<file path="config.mk">
export PLATFORM = sky130hd
export DESIGN_NAME = dbg_tap_top
export DESIGN_NICKNAME = d
export VERILOG_FILES = /design/src/inc/dbg_tap_pkg.sv /design/src/hdl/pin_sync.sv /design/src/hdl/tap_fsm.sv /design/src/hdl/dbg_tap_top.sv
export SDC_FILE = /design/constraint.sdc
export NUM_CORES = 1
export LEC_CHECK = 0
export BUFFER_PORTS_ARGS = -buffer_cell sky130_fd_sc_hd__buf_2
export CORE_ASPECT_RATIO = 1.4
export CORE_MARGIN = 8
export CORE_UTILIZATION = 35
export DETAILED_ROUTE_END_ITERATION = 12
export HOLD_SLACK_MARGIN = 0.03
export PLACE_DENSITY = 0.65
export SKIP_CTS_REPAIR_TIMING = 1
export SYNTH_ARGS = -nofsm -noshare
export SYNTH_HDL_FRONTEND = slang
export SYNTH_SLANG_ARGS = --single-unit
</file>
<file path="constraint.sdc">
create_clock -name clk_in -period 2.53 [get_ports clk_in]
set_clock_uncertainty 0.05 [all_clocks]
set_input_delay 0.1265 -clock clk_in [delete_from_list [all_inputs] [get_ports clk_in]]
set_output_delay 0.1265 -clock clk_in [all_outputs]
set_load 0.005 [all_outputs]
</file>
<file path="src/inc/dbg_tap_pkg.sv">
// constants, instruction codes and tap state type of the debug test port
package dbg_tap_pkg;

    // ==========================================================================
    // clocking
    // ==========================================================================
    localparam int          CLK_PERIOD_NS   = 40;

    // ==========================================================================
    // instruction register
    // ==========================================================================
    localparam int          IR_LEN          = 4;
    localparam logic [3:0]  INS_EXTEST      = 4'h0;
    localparam logic [3:0]  INS_IDCODE      = 4'h2;
    localparam logic [3:0]  INS_CLAMP       = 4'h3;
    localparam logic [3:0]  INS_SAMPLE      = 4'h4;
    localparam logic [3:0]  INS_HIGHZ       = 4'h5;
    localparam logic [3:0]  INS_RST_ASSERT  = 4'h6;
    localparam logic [3:0]  INS_RST_NEGATE  = 4'h7;
    localparam logic [3:0]  INS_DBG_IRQ     = 4'h8;
    localparam logic [3:0]  INS_BYPASS      = 4'hF;
    localparam logic [3:0]  IR_CAPTURE      = 4'h1;
    localparam logic [3:0]  IR_RESET        = INS_IDCODE;

    // ==========================================================================
    // identity register
    // ==========================================================================
    // value is arbitrary; bit 0 stays one as the scan standard wants
    localparam logic [27:0] ID_LOW28        = 28'h0A53C01;
    localparam int          ID_LEN          = 32;
    localparam int          ID_HALF         = 16;
    localparam logic [3:0]  DBG_IRQ_LEVEL   = 4'hF;

    // ==========================================================================
    // boundary chain: control cells nearest the scan output
    // ==========================================================================
    localparam int          NPIN            = 8;
    localparam int          BSR_LEN         = 24;
    localparam int          BSR_CTRL_LSB    = 0;
    localparam int          BSR_OUT_LSB     = 8;
    localparam int          BSR_IN_LSB      = 16;

    // ==========================================================================
    // synchroniser bit positions and reset values
    // ==========================================================================
    localparam int          SY_TCK          = 0;
    localparam int          SY_TMS          = 1;
    localparam int          SY_TDI          = 2;
    localparam int          SY_TRST         = 3;
    localparam int          SY_RES          = 4;
    localparam int          SY_EMU          = 5;
    localparam logic [5:0]  CTL_SYNC_INIT   = 6'h38;
    localparam logic [7:0]  PAD_SYNC_INIT   = 8'h00;

    typedef enum logic [3:0] {
        TAP_EX2_DR  = 4'h0, TAP_EX1_DR  = 4'h1, TAP_SHIFT_DR = 4'h2, TAP_PAUSE_DR = 4'h3,
        TAP_SEL_IR  = 4'h4, TAP_UPD_DR  = 4'h5, TAP_CAP_DR   = 4'h6, TAP_SEL_DR   = 4'h7,
        TAP_EX2_IR  = 4'h8, TAP_EX1_IR  = 4'h9, TAP_SHIFT_IR = 4'hA, TAP_PAUSE_IR = 4'hB,
        TAP_IDLE    = 4'hC, TAP_UPD_IR  = 4'hD, TAP_CAP_IR   = 4'hE, TAP_RESET    = 4'hF
    } tap_state_t;

endpackage

</file>
<file path="src/hdl/pin_sync.sv">
// two flip-flop synchroniser for a group of pins
`timescale 1ns/100ps
module pin_sync #(
    parameter int           W    = 1,
    parameter logic [W-1:0] INIT = '0
) (
    input  wire logic         clk_in,
    input  wire logic         rst_in,
    input  wire logic [W-1:0] d_in,
    output logic      [W-1:0] q_out
);
    // ==========================================================================
    // stages
    // ==========================================================================
    // first stage is read by the second stage only
    logic [W-1:0] meta_q;

    always_ff @(posedge clk_in) begin
        if (rst_in) begin
            meta_q <= INIT;
            q_out  <= INIT;
        end else begin
            meta_q <= d_in;
            q_out  <= meta_q;
        end
    end
endmodule

</file>
<file path="src/hdl/tap_fsm.sv">
// tap controller state sequencer
`timescale 1ns/100ps
module tap_fsm (
    input  wire logic                  clk_in,
    input  wire logic                  rst_in,
    input  wire logic                  trst_n_in,
    input  wire logic                  step_in,
    input  wire logic                  tms_in,
    output dbg_tap_pkg::tap_state_t    state_out,
    output dbg_tap_pkg::tap_state_t    next_out
);
    import dbg_tap_pkg::*;

    tap_state_t state_q;
    tap_state_t state_d;

    // ==========================================================================
    // next state
    // ==========================================================================
    always_comb begin
        state_d = state_q;
        unique case (state_q)
            TAP_RESET:    state_d = tms_in ? TAP_RESET  : TAP_IDLE;
            TAP_IDLE:     state_d = tms_in ? TAP_SEL_DR : TAP_IDLE;
            TAP_SEL_DR:   state_d = tms_in ? TAP_SEL_IR : TAP_CAP_DR;
            TAP_CAP_DR:   state_d = tms_in ? TAP_EX1_DR : TAP_SHIFT_DR;
            TAP_SHIFT_DR: state_d = tms_in ? TAP_EX1_DR : TAP_SHIFT_DR;
            TAP_EX1_DR:   state_d = tms_in ? TAP_UPD_DR : TAP_PAUSE_DR;
            TAP_PAUSE_DR: state_d = tms_in ? TAP_EX2_DR : TAP_PAUSE_DR;
            TAP_EX2_DR:   state_d = tms_in ? TAP_UPD_DR : TAP_SHIFT_DR;
            TAP_UPD_DR:   state_d = tms_in ? TAP_SEL_DR : TAP_IDLE;
            TAP_SEL_IR:   state_d = tms_in ? TAP_RESET  : TAP_CAP_IR;
            TAP_CAP_IR:   state_d = tms_in ? TAP_EX1_IR : TAP_SHIFT_IR;
            TAP_SHIFT_IR: state_d = tms_in ? TAP_EX1_IR : TAP_SHIFT_IR;
            TAP_EX1_IR:   state_d = tms_in ? TAP_UPD_IR : TAP_PAUSE_IR;
            TAP_PAUSE_IR: state_d = tms_in ? TAP_EX2_IR : TAP_PAUSE_IR;
            TAP_EX2_IR:   state_d = tms_in ? TAP_UPD_IR : TAP_SHIFT_IR;
            TAP_UPD_IR:   state_d = tms_in ? TAP_SEL_DR : TAP_IDLE;
        endcase
    end

    // trst wins over a tck step; it acts on the next clk_in edge and does not wait for a tck edge
    always_ff @(posedge clk_in) begin
        if (rst_in || !trst_n_in) begin
            state_q <= TAP_RESET;
        end else if (step_in) begin
            state_q <= state_d;
        end
    end

    assign state_out = state_q;
    assign next_out  = state_d;
endmodule

</file>
<file path="src/hdl/dbg_tap_top.sv">
// debug test access port with identity, boundary scan and debug commands
// Functional notes
// - 32-bit read-only identity, two readable halves
// - idcode in shift-dr shifts identity out
// - upper four identity bits vary by version
// - tap follows standard graph on tms
// - sample tdi on rise, shift on fall
// - tdo driven only in shift states
// - trst low forces reset state at once
// - normal mode reset combinations of pins
// - emulator mode reset hold until reassert
// - standard instructions change tdo on fall
// - debug commands change tdo on rise
// - reset assert command holds reset until negate
// - debug interrupt command raises level 15 request
// - no commands in standby; tester holds tck (the bench still scans in standby, and ir_load is blocked)
// - bypass selects one-bit register, system untouched
// - sample captures pins in capture-dr
// - preload fills latch; extest drives latch out
// - extest drives outputs, captures inputs
// - reset or trst selects idcode instruction
// - chain excludes clock, reset, mode, tap pins
// - command persists; repeat needs other between
// - control cell low drives pin from output cell
`timescale 1ns/100ps
module dbg_tap_top #(
    parameter logic [3:0] SILICON_VERSION = 4'h0
) (
    input  wire logic                          clk_in,
    input  wire logic                          rst_in,
    input  wire logic                          tck_in,
    input  wire logic                          tms_in,
    input  wire logic                          tdi_in,
    input  wire logic                          trst_n_in,
    input  wire logic                          sys_reset_n_in,
    input  wire logic                          emu_mode_sel_n_in,
    input  wire logic                          standby_in,
    input  wire logic                          irq_ack_in,
    input  wire logic [dbg_tap_pkg::NPIN-1:0]  core_data_in,
    input  wire logic [dbg_tap_pkg::NPIN-1:0]  core_oe_in,
    input  wire logic [dbg_tap_pkg::NPIN-1:0]  pad_data_in,
    output logic                               tdo_out,
    output logic                               tdo_oe_out,
    output logic      [dbg_tap_pkg::NPIN-1:0]  pad_data_out,
    output logic      [dbg_tap_pkg::NPIN-1:0]  pad_oe_out,
    output logic      [dbg_tap_pkg::ID_HALF-1:0] identity_upper_half_out,
    output logic      [dbg_tap_pkg::ID_HALF-1:0] identity_lower_half_out,
    output logic      [dbg_tap_pkg::IR_LEN-1:0]  debug_instruction_out,
    output logic                               chip_reset_out,
    output logic                               debug_port_reset_out,
    output logic                               cpu_hold_out,
    output logic                               debug_irq_out,
    output logic      [3:0]                    debug_irq_level_out
);
    import dbg_tap_pkg::*;

    // ==========================================================================
    // pin synchronisers and tck edges
    // ==========================================================================
    logic [5:0]      ctl_s;
    logic [NPIN-1:0] pad_s;
    logic            tck_prev_q;
    tap_state_t      tap_q;
    tap_state_t      tap_nxt;

    pin_sync #(.W(6), .INIT(CTL_SYNC_INIT)) u_ctl_sync (
        .clk_in (clk_in),
        .rst_in (rst_in),
        .d_in   ({emu_mode_sel_n_in, sys_reset_n_in, trst_n_in, tdi_in, tms_in, tck_in}),
        .q_out  (ctl_s)
    );
    pin_sync #(.W(NPIN), .INIT(PAD_SYNC_INIT)) u_pad_sync (
        .clk_in (clk_in),
        .rst_in (rst_in),
        .d_in   (pad_data_in),
        .q_out  (pad_s)
    );

    wire tck_s    = ctl_s[SY_TCK];
    wire tms_s    = ctl_s[SY_TMS];
    wire tdi_s    = ctl_s[SY_TDI];
    wire trst_s   = ctl_s[SY_TRST];
    wire res_s    = ctl_s[SY_RES];
    wire emu_s    = ctl_s[SY_EMU];
    wire tck_rise = tck_s & ~tck_prev_q;
    wire tck_fall = ~tck_s & tck_prev_q;

    tap_fsm u_fsm (
        .clk_in    (clk_in),
        .rst_in    (rst_in),
        .trst_n_in (trst_s),
        .step_in   (tck_rise),
        .tms_in    (tms_s),
        .state_out (tap_q),
        .next_out  (tap_nxt)
    );

    // ==========================================================================
    // state
    // ==========================================================================
    logic [IR_LEN-1:0]  ir_sr_q;
    logic [IR_LEN-1:0]  ir_q;
    logic               bypass_q;
    logic [ID_LEN-1:0]  id_sr_q;
    logic [BSR_LEN-1:0] bsr_q;
    logic [BSR_LEN-1:0] bsr_latch_q;
    logic               tdi_smp_q;
    logic               shdr_pend_q;
    logic               shir_pend_q;
    logic               dbg_reset_q;
    logic               hold_q;
    logic               res_prev_q;
    logic               trst_prev_q;

    // ==========================================================================
    // decode
    // ==========================================================================
    wire [ID_LEN-1:0]  id_value   = {SILICON_VERSION, ID_LOW28};
    // only the function pins are cells; clock, reset, mode and tap pins never join
    wire [BSR_LEN-1:0] bsr_cap    = {pad_s, core_data_in, ~core_oe_in};
    wire sel_id      = (ir_q == INS_IDCODE);
    wire sel_bsr     = (ir_q == INS_EXTEST) | (ir_q == INS_SAMPLE);
    wire sel_byp     = ~sel_id & ~sel_bsr;
    wire is_dbg      = (ir_q == INS_RST_ASSERT) | (ir_q == INS_RST_NEGATE) | (ir_q == INS_DBG_IRQ);
    wire drive_latch = (ir_q == INS_EXTEST) | (ir_q == INS_CLAMP);
    wire float_all   = (ir_q == INS_HIGHZ);
    wire in_shift    = (tap_q == TAP_SHIFT_DR) | (tap_q == TAP_SHIFT_IR);
    wire nxt_shift   = (tap_nxt == TAP_SHIFT_DR) | (tap_nxt == TAP_SHIFT_IR);
    wire in_capture  = (tap_q == TAP_CAP_DR) | (tap_q == TAP_CAP_IR);
    wire ir_path     = tck_rise ? (tap_nxt == TAP_SHIFT_IR) : (tap_q == TAP_SHIFT_IR);
    wire shift_bit   = tck_rise ? tdi_s : tdi_smp_q;
    wire dr_now      = sel_id ? id_sr_q[0] : sel_bsr ? bsr_q[0] : bypass_q;
    wire dr_after    = sel_id ? id_sr_q[1] : sel_bsr ? bsr_q[1] : shift_bit;
    wire dr_cap      = sel_id ? id_value[0] : sel_bsr ? bsr_cap[0] : 1'b0;
    wire lsb_now     = ir_path ? ir_sr_q[0] : dr_now;
    wire lsb_after   = ir_path ? ir_sr_q[1] : dr_after;
    wire lsb_cap     = ir_path ? IR_CAPTURE[0] : dr_cap;
    // commands are not taken while the core sits in standby
    wire ir_load     = tck_rise & (tap_q == TAP_UPD_IR) & ~standby_in;
    wire irq_set     = ir_load & (ir_sr_q == INS_DBG_IRQ) & (ir_q != INS_DBG_IRQ);
    wire hold_enter  = ~emu_s & ~res_s & ~trst_s;
    wire hold_leave  = (res_prev_q & ~res_s) | (trst_prev_q & ~trst_s);

    // ==========================================================================
    // tdo timing
    // ==========================================================================
    // debug commands show the next bit half a tck early, on the rising edge
    logic tdo_d;
    always_comb begin
        tdo_d = tdo_out;
        if (is_dbg && tck_rise && nxt_shift) begin
            tdo_d = in_capture ? lsb_cap : in_shift ? lsb_after : lsb_now;
        end else if (!is_dbg && tck_fall && in_shift) begin
            tdo_d = (shdr_pend_q | shir_pend_q) ? lsb_after : lsb_now;
        end
    end

    // ==========================================================================
    // tap side registers
    // ==========================================================================
    always_ff @(posedge clk_in) begin
        if (rst_in) begin
            tck_prev_q  <= 1'b0;
            tdi_smp_q   <= 1'b0;
            shdr_pend_q <= 1'b0;
            shir_pend_q <= 1'b0;
        end else begin
            tck_prev_q <= tck_s;
            if (tck_rise) begin
                tdi_smp_q   <= tdi_s;
                shdr_pend_q <= (tap_q == TAP_SHIFT_DR);
                shir_pend_q <= (tap_q == TAP_SHIFT_IR);
            end else if (tck_fall) begin
                shdr_pend_q <= 1'b0;
                shir_pend_q <= 1'b0;
            end
        end
    end

    always_ff @(posedge clk_in) begin
        if (rst_in || !trst_s || tap_q == TAP_RESET) begin
            ir_q    <= IR_RESET;
            ir_sr_q <= IR_CAPTURE;
        end else if (tck_rise && tap_q == TAP_CAP_IR) begin
            ir_sr_q <= IR_CAPTURE;
        end else if (tck_fall && shir_pend_q) begin
            ir_sr_q <= {tdi_smp_q, ir_sr_q[IR_LEN-1:1]};
        end else if (ir_load) begin
            ir_q <= ir_sr_q;
        end
    end

    always_ff @(posedge clk_in) begin
        if (rst_in) begin
            bypass_q    <= 1'b0;
            id_sr_q     <= '0;
            bsr_q       <= '0;
            bsr_latch_q <= '0;
        end else if (tck_rise && tap_q == TAP_CAP_DR) begin
            bypass_q <= 1'b0;
            if (sel_id) id_sr_q <= id_value;
            if (sel_bsr) bsr_q <= bsr_cap;
        end else if (tck_fall && shdr_pend_q) begin
            if (sel_byp) bypass_q <= tdi_smp_q;
            if (sel_id) id_sr_q <= {tdi_smp_q, id_sr_q[ID_LEN-1:1]};
            if (sel_bsr) bsr_q <= {tdi_smp_q, bsr_q[BSR_LEN-1:1]};
        end else if (tck_rise && tap_q == TAP_UPD_DR && sel_bsr) begin
            bsr_latch_q <= bsr_q;
        end
    end

    always_ff @(posedge clk_in) begin
        if (rst_in) begin
            tdo_out    <= 1'b0;
            tdo_oe_out <= 1'b0;
        end else begin
            tdo_out    <= tdo_d;
            tdo_oe_out <= in_shift;
        end
    end

    // ==========================================================================
    // pins and system side outputs
    // ==========================================================================
    wire [NPIN-1:0] pad_out_d = drive_latch ? bsr_latch_q[BSR_OUT_LSB +: NPIN] : core_data_in;
    // control cells are active low: zero drives the pin
    wire [NPIN-1:0] pad_oe_d  = float_all ? '0 :
                                drive_latch ? ~bsr_latch_q[BSR_CTRL_LSB +: NPIN] : core_oe_in;

    always_ff @(posedge clk_in) begin
        if (rst_in) begin
            pad_data_out <= '0;
            pad_oe_out   <= '0;
        end else begin
            pad_data_out <= pad_out_d;
            pad_oe_out   <= pad_oe_d;
        end
    end

    always_ff @(posedge clk_in) begin
        if (rst_in) begin
            dbg_reset_q   <= 1'b0;
            debug_irq_out <= 1'b0;
        end else begin
            if (ir_load && ir_sr_q == INS_RST_ASSERT) begin
                dbg_reset_q <= 1'b1;
            end else if (ir_load && ir_sr_q == INS_RST_NEGATE) begin
                dbg_reset_q <= 1'b0;
            end
            if (irq_set) begin
                debug_irq_out <= 1'b1;
            end else if (irq_ack_in) begin
                debug_irq_out <= 1'b0;
            end
        end
    end

    always_ff @(posedge clk_in) begin
        if (rst_in) begin
            hold_q      <= 1'b0;
            res_prev_q  <= 1'b1;
            trst_prev_q <= 1'b1;
        end else begin
            res_prev_q  <= res_s;
            trst_prev_q <= trst_s;
            if (hold_enter) begin
                hold_q <= 1'b1;
            end else if (hold_leave) begin
                hold_q <= 1'b0;
            end
        end
    end

    always_ff @(posedge clk_in) begin
        if (rst_in) begin
            chip_reset_out          <= 1'b1;
            debug_port_reset_out    <= 1'b0;
            cpu_hold_out            <= 1'b0;
            identity_upper_half_out <= '0;
            identity_lower_half_out <= '0;
            debug_instruction_out   <= IR_RESET;
            debug_irq_level_out     <= 4'h0;
        end else begin
            chip_reset_out          <= ~res_s | dbg_reset_q;
            debug_port_reset_out    <= ~trst_s;
            cpu_hold_out            <= hold_q;
            identity_upper_half_out <= id_value[ID_LEN-1:ID_HALF];
            identity_lower_half_out <= id_value[ID_HALF-1:0];
            debug_instruction_out   <= ir_q;
            debug_irq_level_out     <= DBG_IRQ_LEVEL;
        end
    end
endmodule

</file>
==> results of run 1 <==
-- area by class of cell --
cell class | instances | area, um2
tap | 203 | 254
inverter | 13 | 48.8
fill | 1612 | 9540
clock buffer | 17 | 425
timing repair buffer | 115 | 788
clock inverter | 14 | 201
multi-input combinational | 462 | 2590
sequential | 148 | 2960
-- state kept, by name (all words and copies together) (netlist names), 4 cells and up --
name,count
id_sr_q,32
ir_sr_q,4
u_ctl_sync.meta_q,6
pad_oe_out,8
debug_instruction_out,4
bsr_latch_q,16
u_ctl_sync.q_out,6
u_pad_sync.q_out,8
u_fsm.state_out,4
ir_q,4
bsr_q,24
pad_data_out,8
u_pad_sync.meta_q,8
-- stage by stage --
stage               util [%]  hold WS (ns)  setup slack [ns]  cells  area [um2]
detailed placement      37.7         0.264             0.363    910        6330
finish                  43.2        0.0321             0.316    972        7270
floorplan                  -         0.180             0.456    708        6100
global route            43.2        0.0546             0.187    972        7270
global placement        37.7         0.259             0.420    910        6330
CTS                     41.4        -0.183             0.346    941        6960
-- how the worst max path moves through the flow --
stage | startpoint | to | slack [ns] | cells after the start
after CTS | tck_prev_q | bsr_q[13] | 0.35 | 8
final | tck_prev_q | bsr_q[13] | 0.32 | 8
after detailed placement | tck_prev_q | bsr_q[13] | 0.36 | 8
after global routing | tck_prev_q | bsr_q[20] | 0.19 | 8
after floorplan | u_ctl_sync.q_out[0] | bsr_latch_q[12] | 0.46 | 9
after global placement | tck_prev_q | dbg_reset_q | 0.42 | 7
-- power by group --
group	internal [uW]	switching, uW	total [uW]	leakage (uW)
logic	99.9	107	207	0.00124
registers	2370	19.8	2390	0.00120
clock network	1660	1000	2670	0.000306
total	4130	1130	5260	0.00275
-- routing by layer --
layer | track usage (%) | up-vias | part of all wire, %
li1 | - | 2404 | -
met1 | 14.0 | 2147 | 46
met2 | 19.7 | 117 | 47
met3 | 3.43 | 27 | 5.0
met4 | 6.80 | 0 | 2.4
met5 | 0 | - | 0
-- kinds of logic after synthesis --
kind of cell	synth area share [%]
DFF	49.3
and+or+nand+nor	22.0
AOI/OAI and AO/OA	14.1
other	0.0624
muxes	4.99
adders and majority gates	0.416
buffers and inverters	9.05
xor gates and xnor gates	0.146
-- placed cells by master (no fill, tap or decap), drive strengths merged, types with 2 or more instances in the layout --
cell,instances
a2111oi,2
a211o,3
a211oi,2
a21boi,2
a21oi,60
a221oi,2
a311oi,18
a31oi,2
and2,3
buf,84
bufinv,4
clkbuf,17
clkinv,4
conb,23
dfxtp,148
dlygate4sd3,31
ha,2
inv,18
mux2i,30
nand2,100
nand2b,5
nand3,27
nand3b,5
nor2,74
nor2b,30
nor3,5
nor4,3
nor4b,4
o2111ai,2
o211ai,8
o21ai,20
o22ai,2
o31ai,2
or2,9
or3,3
==> reports/summary.txt, run 1 <==
Achievable clock frequency -> 452 MHz
Buffer and inverter count on the worst path -> 2
Detail Route Antenna Nets -> 0
TNS Setup -> 0 ns
Total Power -> 5260 uW
Clk_lat worst skew -> 0.42 ns
Routability cong. -> 0.833
Worst reg2reg startpoint -> tck_prev_q
Diodes inserted -> 0
Period utilisation layout -> 87.5%
Initial drt markers -> 362
Worst slew pin tran -> 0.936 ns
Max Cap Viol -> 0
First-pass GRT wire length -> 21400 um
WHS Endpoint -> tck_prev_q
CP max FO -> 24
Starting Density -> 35.8%
Max clock buf depth -> 2
RSZ-0062 raised after global routing -> false
Root Buffer -> clkbuf_16
Layout cells sized above 1 -> 17.2%
Run status -> finished clean
Most common cell in the netlist -> dfxtp_1
Vias in the first global route -> 4545
Leak pwr -> 0.00275 uW
CTS Buf Count -> 17
EDFF count, synth -> 0
IO Port Bufs -> 72
Sink Count -> 148
Mapped cell area -> 6010 um2
Final hold violations -> 0
Largest net degree at the start of global routing -> 93
Critical Path Start Type -> register
Initial antenna violation count -> 0
H-tree depth -> 4
Area Growth Syn to Fin -> 20.9%
Chip width -> 127 um
Critical Path Sink Type -> register
R2r endpoint -> bsr_q[13]
Crit path DAT -> 2.48 ns
Slowest cell on the critical path -> ha_1
Peak VDD IR -> 0.387 mV
Crit path max-delay family -> simple AND/OR/NAND/NOR gates
Synth area leader -> dfxtp_1
Fin. max-slew vios -> 0
Hold_sp -> rst_in
Yosys warnings -> 0
# setup viols final -> 0
Synth async-reset ratio -> 0%
All-Layer GR Usage -> 12.1%
Reg2reg setup slack -> 0.32 ns
Total gr overflow -> 0
Req. time, crit path -> 2.80 ns
#FFs+latches synth -> 148
Layout Nets -> 793
TritonCTS clock tree -> built
Fin crit period -> 2.21 ns
DRC Markers -> 0
Routed Wire Length -> 12900 um
Min-delay worst type -> in2reg
Core footprint -> 16800 um2
Die height -> 171 um
Main synth FF type -> dfxtp_1
P per Cell Area -> 724 nW/um2
Slew HR -> 37.6%
Top-area cell type share of the netlist area -> 49.3%
Die area -> 21700 um2
Yosys cell types -> 56
Top post-synthesis cells by area -> dfxtp_1 49%, nand2_1 6.2%, mux2i_1 5.0%
Cell count after synthesis -> 686
DP HPWL -> 8300 um
Wire length per cell -> 13.3 um
Row count -> 56
Clock Pin Slew Worst Setup and Hold Paths -> 0.06 ns
Via density -> 4.83
Syn Area/Cell -> 8.77 um2
DRT Pass-1 Iters -> 4
Crit path cell chain -> inv_1, ha_1, nand4bb_4, or2_1, a21oi_4, buf_4, nor2_1, a311oi_1
Largest stage delay, worst path -> 0.47 ns
Ports -> 96
Sequential element share of the synthesized area -> 49.3%
Post-synth top cells -> 148 x dfxtp_1, 99 x nand2_1, 73 x nor2_1
Vias -> 4695
Hold Path Stages -> 2
R2r worst-path depth -> 8
Worst setup path class -> reg2reg
No activity file was read; power rests on OpenSTA's default activity.
==> inputs of run 2 (changes only) <==
Settings changed: CORE_MARGIN 8 to unset.
==> run 2 against run 1 <==
Setup slack lost 0.016 ns; largest power group unchanged; sequential power is essentially flat; final cell count is the same; core utilization down 0.10 points; count of clock-buffer cells in the layout increased by 3; register-to-register slack lost 0.02 ns; critical path type unchanged; via count grew 0.51%.
==> reports/summary.txt, run 2 (synthesis gave the netlist of run 1 again) <==
WHS Endpoint -> ir_q[2]
R2r worst-path depth -> 8 (unchanged)
Final WS setup -> 0.300 ns (-0.0156 ns)
TNS Setup -> 0 ns (unchanged)
Max Cap Viol -> 0 (unchanged)
P per Cell Area -> 701 nW/um2 (-3.2%)
Starting Density -> 35.8% (unchanged)
Sink Count -> 148 (unchanged)
TritonCTS clock tree -> built
Achievable clock frequency -> 448 MHz (-0.70%)
Initial antenna violation count -> 0 (unchanged)
Clock Pin Slew Worst Setup and Hold Paths -> 0.06 ns (about the same)
Worst setup path class -> reg2reg
Reg2reg setup slack -> 0.30 ns (-0.02 ns)
Fin crit period -> 2.23 ns (+0.0156 ns)
Fin. max-slew vios -> 0 (unchanged)
Leak pwr -> 0.00273 uW (-0.77%)
R2r endpoint -> bsr_q[13]
H-tree depth -> 4 (unchanged)
Row count -> 56 (unchanged)
Initial drt markers -> 397 (+9.7%)
Layout Nets -> 793 (unchanged)
DRT Pass-1 Iters -> 4 (unchanged)
IO Port Bufs -> 72 (unchanged)
DP HPWL -> 7570 um (-8.7%)
Highest-count cells in the layout ignoring fill and taps -> 148 x dfxtp_1, 99 x nand2_1, 72 x nor2_1
Area of the multi-input gates -> 2590 um2 (unchanged)
Detail Route Antenna Nets -> 0 (unchanged)
Seq. cell area -> 2960 um2 (unchanged)
All-Layer GR Usage -> 14.2% (+2.1 points)
Wire length per cell -> 12.4 um (-6.5%)
Routed Wire Length -> 12100 um (-6.5%)
Clk_lat worst skew -> 0.42 ns (about the same)
Critical Path Start Type -> register
Critical Path Sink Type -> register
Most common cell after layout, fill and taps aside -> dfxtp_1
Hold Slack -> 0.218 ns (+0.186 ns)
Req. time, crit path -> 2.79 ns (about the same)
Chip width -> 113 um (-11%)
Root Buffer -> clkbuf_16
Vias in the first global route -> 4122 (-9.3%)
Hold_sp -> standby_in
Min-delay worst type -> in2reg
Via density -> 4.85 (+0.51%)
Peak VDD IR -> 0.408 mV (+5.3%)
Largest net degree at the start of global routing -> 85 (-8.6%)
Largest regs -> id_sr_q: 32 flops, bsr_q: 24 flops, bsr_latch_q: 16 flops
Worst reg2reg startpoint -> tck_prev_q
Die height -> 157 um (-8.2%)
Worst slew pin tran -> 0.825 ns (-0.111 ns)
Layout cells sized above 1 -> 17.0% (-0.13 points)
Total gr overflow -> 0 (unchanged)
Ports -> 96 (unchanged)
Vias -> 4719 (+0.51%)
Final hold violations -> 0 (unchanged)
# setup viols final -> 0 (unchanged)
Hold Path Stages -> 5 (+3)
Finished Layout Cells -> 972 (unchanged)
First-pass GRT wire length -> 19800 um (-7.4%)
Run status -> finished clean
CTS Buf Count -> 17 (unchanged)
Diodes inserted -> 0 (unchanged)
Crit path DAT -> 2.49 ns (about the same)
Most flops, register -> id_sr_q
Routability cong. -> 0.812 (-2.6%)
Fillers -> 1637 (+1.6%)
Area Growth Syn to Fin -> 20.6%
DRC Markers -> 0 (unchanged)
Core footprint -> 16800 um2 (unchanged)
Slew HR -> 45.0% (+7.4 points)
Die area -> 17700 um2 (-18%)
Number of flip-flops in the largest register -> 32 (unchanged)
CP max FO -> 24 (unchanged)
DP Cell Count -> 909 (-0.11%)
Max clock buf depth -> 2 (unchanged)
Period utilisation layout -> 88.1% (+0.62 points)
Pre-CTS setup slack -> 0.324 ns (-0.0392 ns)
RSZ-0062 raised after global routing -> false
run 2: cell type report:
class,count,share of cell area (%)
Clock inverter,11,1.76
Multi-Input combinational cell,462,35.7
Tap cell,203,3.50
Sequential cell,148,40.8
Timing Repair Buffer,115,11.1
Clock buffer,20,6.43
Inverter,13,0.673
run 2: worst max path at each step:
stage | from | to | slack (ns) | depth (start not counted)
final | tck_prev_q | bsr_q[13] | 0.30 | 8
after global routing | tck_prev_q | bsr_q[11] | 0.08 | 8
after CTS | tck_prev_q | bsr_q[13] | 0.30 | 8
after detailed placement | tck_prev_q | bsr_q[13] | 0.32 | 8
after global placement | tck_prev_q | dbg_reset_q | 0.40 | 7
after floorplan | u_ctl_sync.q_out[0] | bsr_latch_q[12] | 0.46 | 9
run 2: critical path: stages (launching register included):
cell,delay (ns)
dfxtp_1,0.31
inv_1,0.05
ha_1,0.47
nand4bb_4,0.20
or2_1,0.29
a21oi_4,0.14
buf_4,0.28
nor2_1,0.06
a311oi_1,0.27
run 2: where the power goes:
part,internal (uW),total [uW],switching (uW)
registers,2370,2390,18.8
clock network,1530,2490,962
logic,102,205,104
run 2: routing by layer:
layer	part of all wire [%]	wire, um	track usage, %	up-vias
met5	0	0	0	-
met4	1.6	196	6.54	0
met3	4.1	498	4.24	17
met2	49	5900	23.2	108
met1	45	5460	17.0	2185
li1	-	-	-	2409
run 2: metrics by stage:
| step | power (uW) | area, um2 | util, % |
|---|---|---|---|
| after floorplan | 2570 | 6100 | - |
| after global placement | 2610 | 6340 | 37.7 |
| after detailed placement | 2610 | 6340 | 37.7 |
| after CTS | 5110 | 6930 | 41.2 |
| after global routing | 5270 | 7250 | 43.1 |
| final | 5080 | 7250 | 43.1 |
==> inputs of run 3 (changes only) <==
Settings changed: CORE_MARGIN set to 4.
==> run 3 against run 2 <==
Power decreased by 0.19%; die area up 9.3%; sequential share of layout area about the same; setup slack improved by 0.031 ns; worst hold slack got worse by 0.19 ns; critical endpoint is now bsr_q[14]; non-clock buffer count up 1.
==> reports/summary.txt, run 3 (synthesis gave the netlist of run 1 again) <==
Met3 wire length -> 637 um (+28%)
Diodes inserted -> 0 (unchanged)
Most common cell after layout, fill and taps aside -> dfxtp_1
Met2 wire length -> 5840 um (-0.98%)
RSZ-0062 raised after global routing -> false
Pre-CTS setup slack -> 0.365 ns (+0.0407 ns)
H-tree depth -> 4 (unchanged)
Int Power -> 3970 uW (-0.84%)
Wire length per cell -> 12.6 um (+1.8%)
Largest net degree at the start of global routing -> 52 (-39%)
WL met1 -> 5540 um (+1.4%)
Leak pwr -> 0.00273 uW (about the same)
Crit path DAT -> 2.47 ns (-0.02 ns)
Layout Nets -> 794 (+0.13%)
Vias in the first global route -> 4156 (+0.82%)
Worst setup path class -> reg2reg
CTS Buf Count -> 17 (unchanged)
Sw frac -> 21.8% (+0.51 points)
Critical Path Start Type -> register
Root Buffer -> clkbuf_16
Largest stage delay, worst path -> 0.47 ns (about the same)
Net switching power figure -> 1110 uW (+2.2%)
Fin. max-slew vios -> 0 (unchanged)
Routability cong. -> 0.858 (+5.8%)
Fin util -> 43.2% (about the same)
TritonCTS clock tree -> built
CP max FO -> 24 (unchanged)
Run status -> finished clean
DRT Pass-1 Iters -> 4 (unchanged)
Seq pwr share -> 47.1% (about the same)
Req. time, crit path -> 2.80 ns (about the same)
Period utilisation layout -> 86.9% (-1.2 points)
Starting Density -> 35.8% (unchanged)
IO Port Bufs -> 72 (unchanged)
Clock power frac -> 48.9% (about the same)
Min-delay worst type -> in2reg
Total gr overflow -> 0 (unchanged)
Chip width -> 119 um (+5.3%)
Area Growth Syn to Fin -> 20.7% (about the same)
Die height -> 163 um (+3.8%)
Logic pwr share -> 4.0% (about the same)
Initial drt markers -> 364 (-8.3%)
Peak VDD IR -> 0.442 mV (+8.3%)
Clk_lat worst skew -> 0.42 ns (about the same)
Top sig layer -> met4
Detail Route Antenna Nets -> 0 (unchanged)
Number of flip-flops in the largest register -> 32 (unchanged)
Core footprint -> 16800 um2 (unchanged)
Initial antenna violation count -> 0 (unchanged)
Critical Path Sink Type -> register
Routed Wire Length -> 12300 um (+2.0%)
Worst slew pin tran -> 0.661 ns (-0.164 ns)
Die area -> 19400 um2 (+9.3%)
Final hold violations -> 0 (unchanged)
Layout cells sized above 1 -> 17.1% (+0.086 points)
# setup viols final -> 0 (unchanged)
Ports -> 96 (unchanged)
Max Cap Viol -> 0 (unchanged)
Vias -> 4698 (-0.45%)
Largest regs -> id_sr_q: 32 flops, bsr_q: 24 flops, bsr_latch_q: 16 flops
Achievable clock frequency -> 455 MHz (+1.4%)
DRC Markers -> 0 (unchanged)
All-Layer GR Usage -> 12.8% (-1.4 points)
Via density -> 4.82 (-0.65%)
Clock Pin Slew Worst Setup and Hold Paths -> 0.06 ns (about the same)
Row count -> 56 (unchanged)
TNS Setup -> 0 ns (unchanged)
P per Cell Area -> 699 nW/um2 (-0.24%)
Max clock buf depth -> 2 (unchanged)
Highest-count cells in the layout ignoring fill and taps -> 148 x dfxtp_1, 99 x nand2_1, 72 x nor2_1
First-pass GRT wire length -> 20200 um (+2.0%)
Slowest cell on the critical path -> ha_1
Final WS setup -> 0.331 ns (+0.0314 ns)
DP HPWL -> 7960 um (+5.0%)
Fin crit period -> 2.20 ns (-0.0314 ns)
Sink Count -> 148 (unchanged)
Most flops, register -> id_sr_q
Slew HR -> 55.3% (+10 points)
Crit path cell chain -> inv_1, ha_1, nand4bb_4, or2_1, a21oi_4, buf_4, nor2_1, a311oi_1
[run 3: changes by cell type in the layout (fill, tap and decap cells not counted)]
cell | before | now
buf_4 | 9 | 11
clkbuf_1 | 0 | 2
clkbuf_8 | 3 | 1
clkinv_2 | 2 | 0
clkinv_4 | 3 | 4
dlygate4sd3_1 | 32 | 31
inv_6 | 1 | 2
inv_8 | 0 | 1
[run 3: final timing paths]
path,from,to,slack [ns],depth (start not counted)
min,rst_in,tck_prev_q,0.03,2
max,tck_prev_q,bsr_q[14],0.33,8
min reg2reg,u_ctl_sync.meta_q[5],u_ctl_sync.q_out[5],0.36,1
max reg2reg,tck_prev_q,bsr_q[14],0.33,8
[run 3: routing by layer]
layer / vias up / track usage [%]
li1: 2416 / -
met1: 2135 / 16.0
met2: 126 / 20.4
met3: 21 / 3.29
met4: 0 / 6.80
met5: - / 0
[run 3: metrics by stage]
stage / total power (uW) / std cells / hold WS [ns] / instance area, um2
finish: 5070 / 974 / 0.0260 / 7260
global route: 5270 / 974 / 0.0416 / 7260
CTS: 5100 / 943 / -0.188 / 6950
detailed placement: 2610 / 911 / 0.261 / 6350
global placement: 2610 / 911 / 0.258 / 6350
floorplan: 2570 / 708 / 0.180 / 6100
[run 3: final cells by class]
class / instances / area [um2]
clock inverter: 12 / 146
fill: 1630 / 9560
sequential: 148 / 2960
timing repair buffer: 116 / 808
inverter: 13 / 48.8
clock buffer: 20 / 447
tap: 203 / 254
multi-input combinational: 462 / 2590
[run 3: worst max-delay path: cells and delay by family, from the launching register on]
family / cells / cell delay [ns]
adder cells (fa/ha/maj): 1 / 0.47
AND/OR/NAND/NOR: 3 / 0.56
flip-flops: 1 / 0.31
AO/OA/AOI/OAI: 2 / 0.38
buffers and inverters: 2 / 0.32
[run 3: power groups by stage]
stage          Combinational, uW  Sequential (uW)  Clock (uW)
6_report                     204             2390        2480
5_1_grt                      229             2390        2640
4_1_cts                      168             2390        2540
3_5_place_dp                 167             2440           0
3_3_place_gp                 167             2440           0
2_1_floorplan                137             2440           0
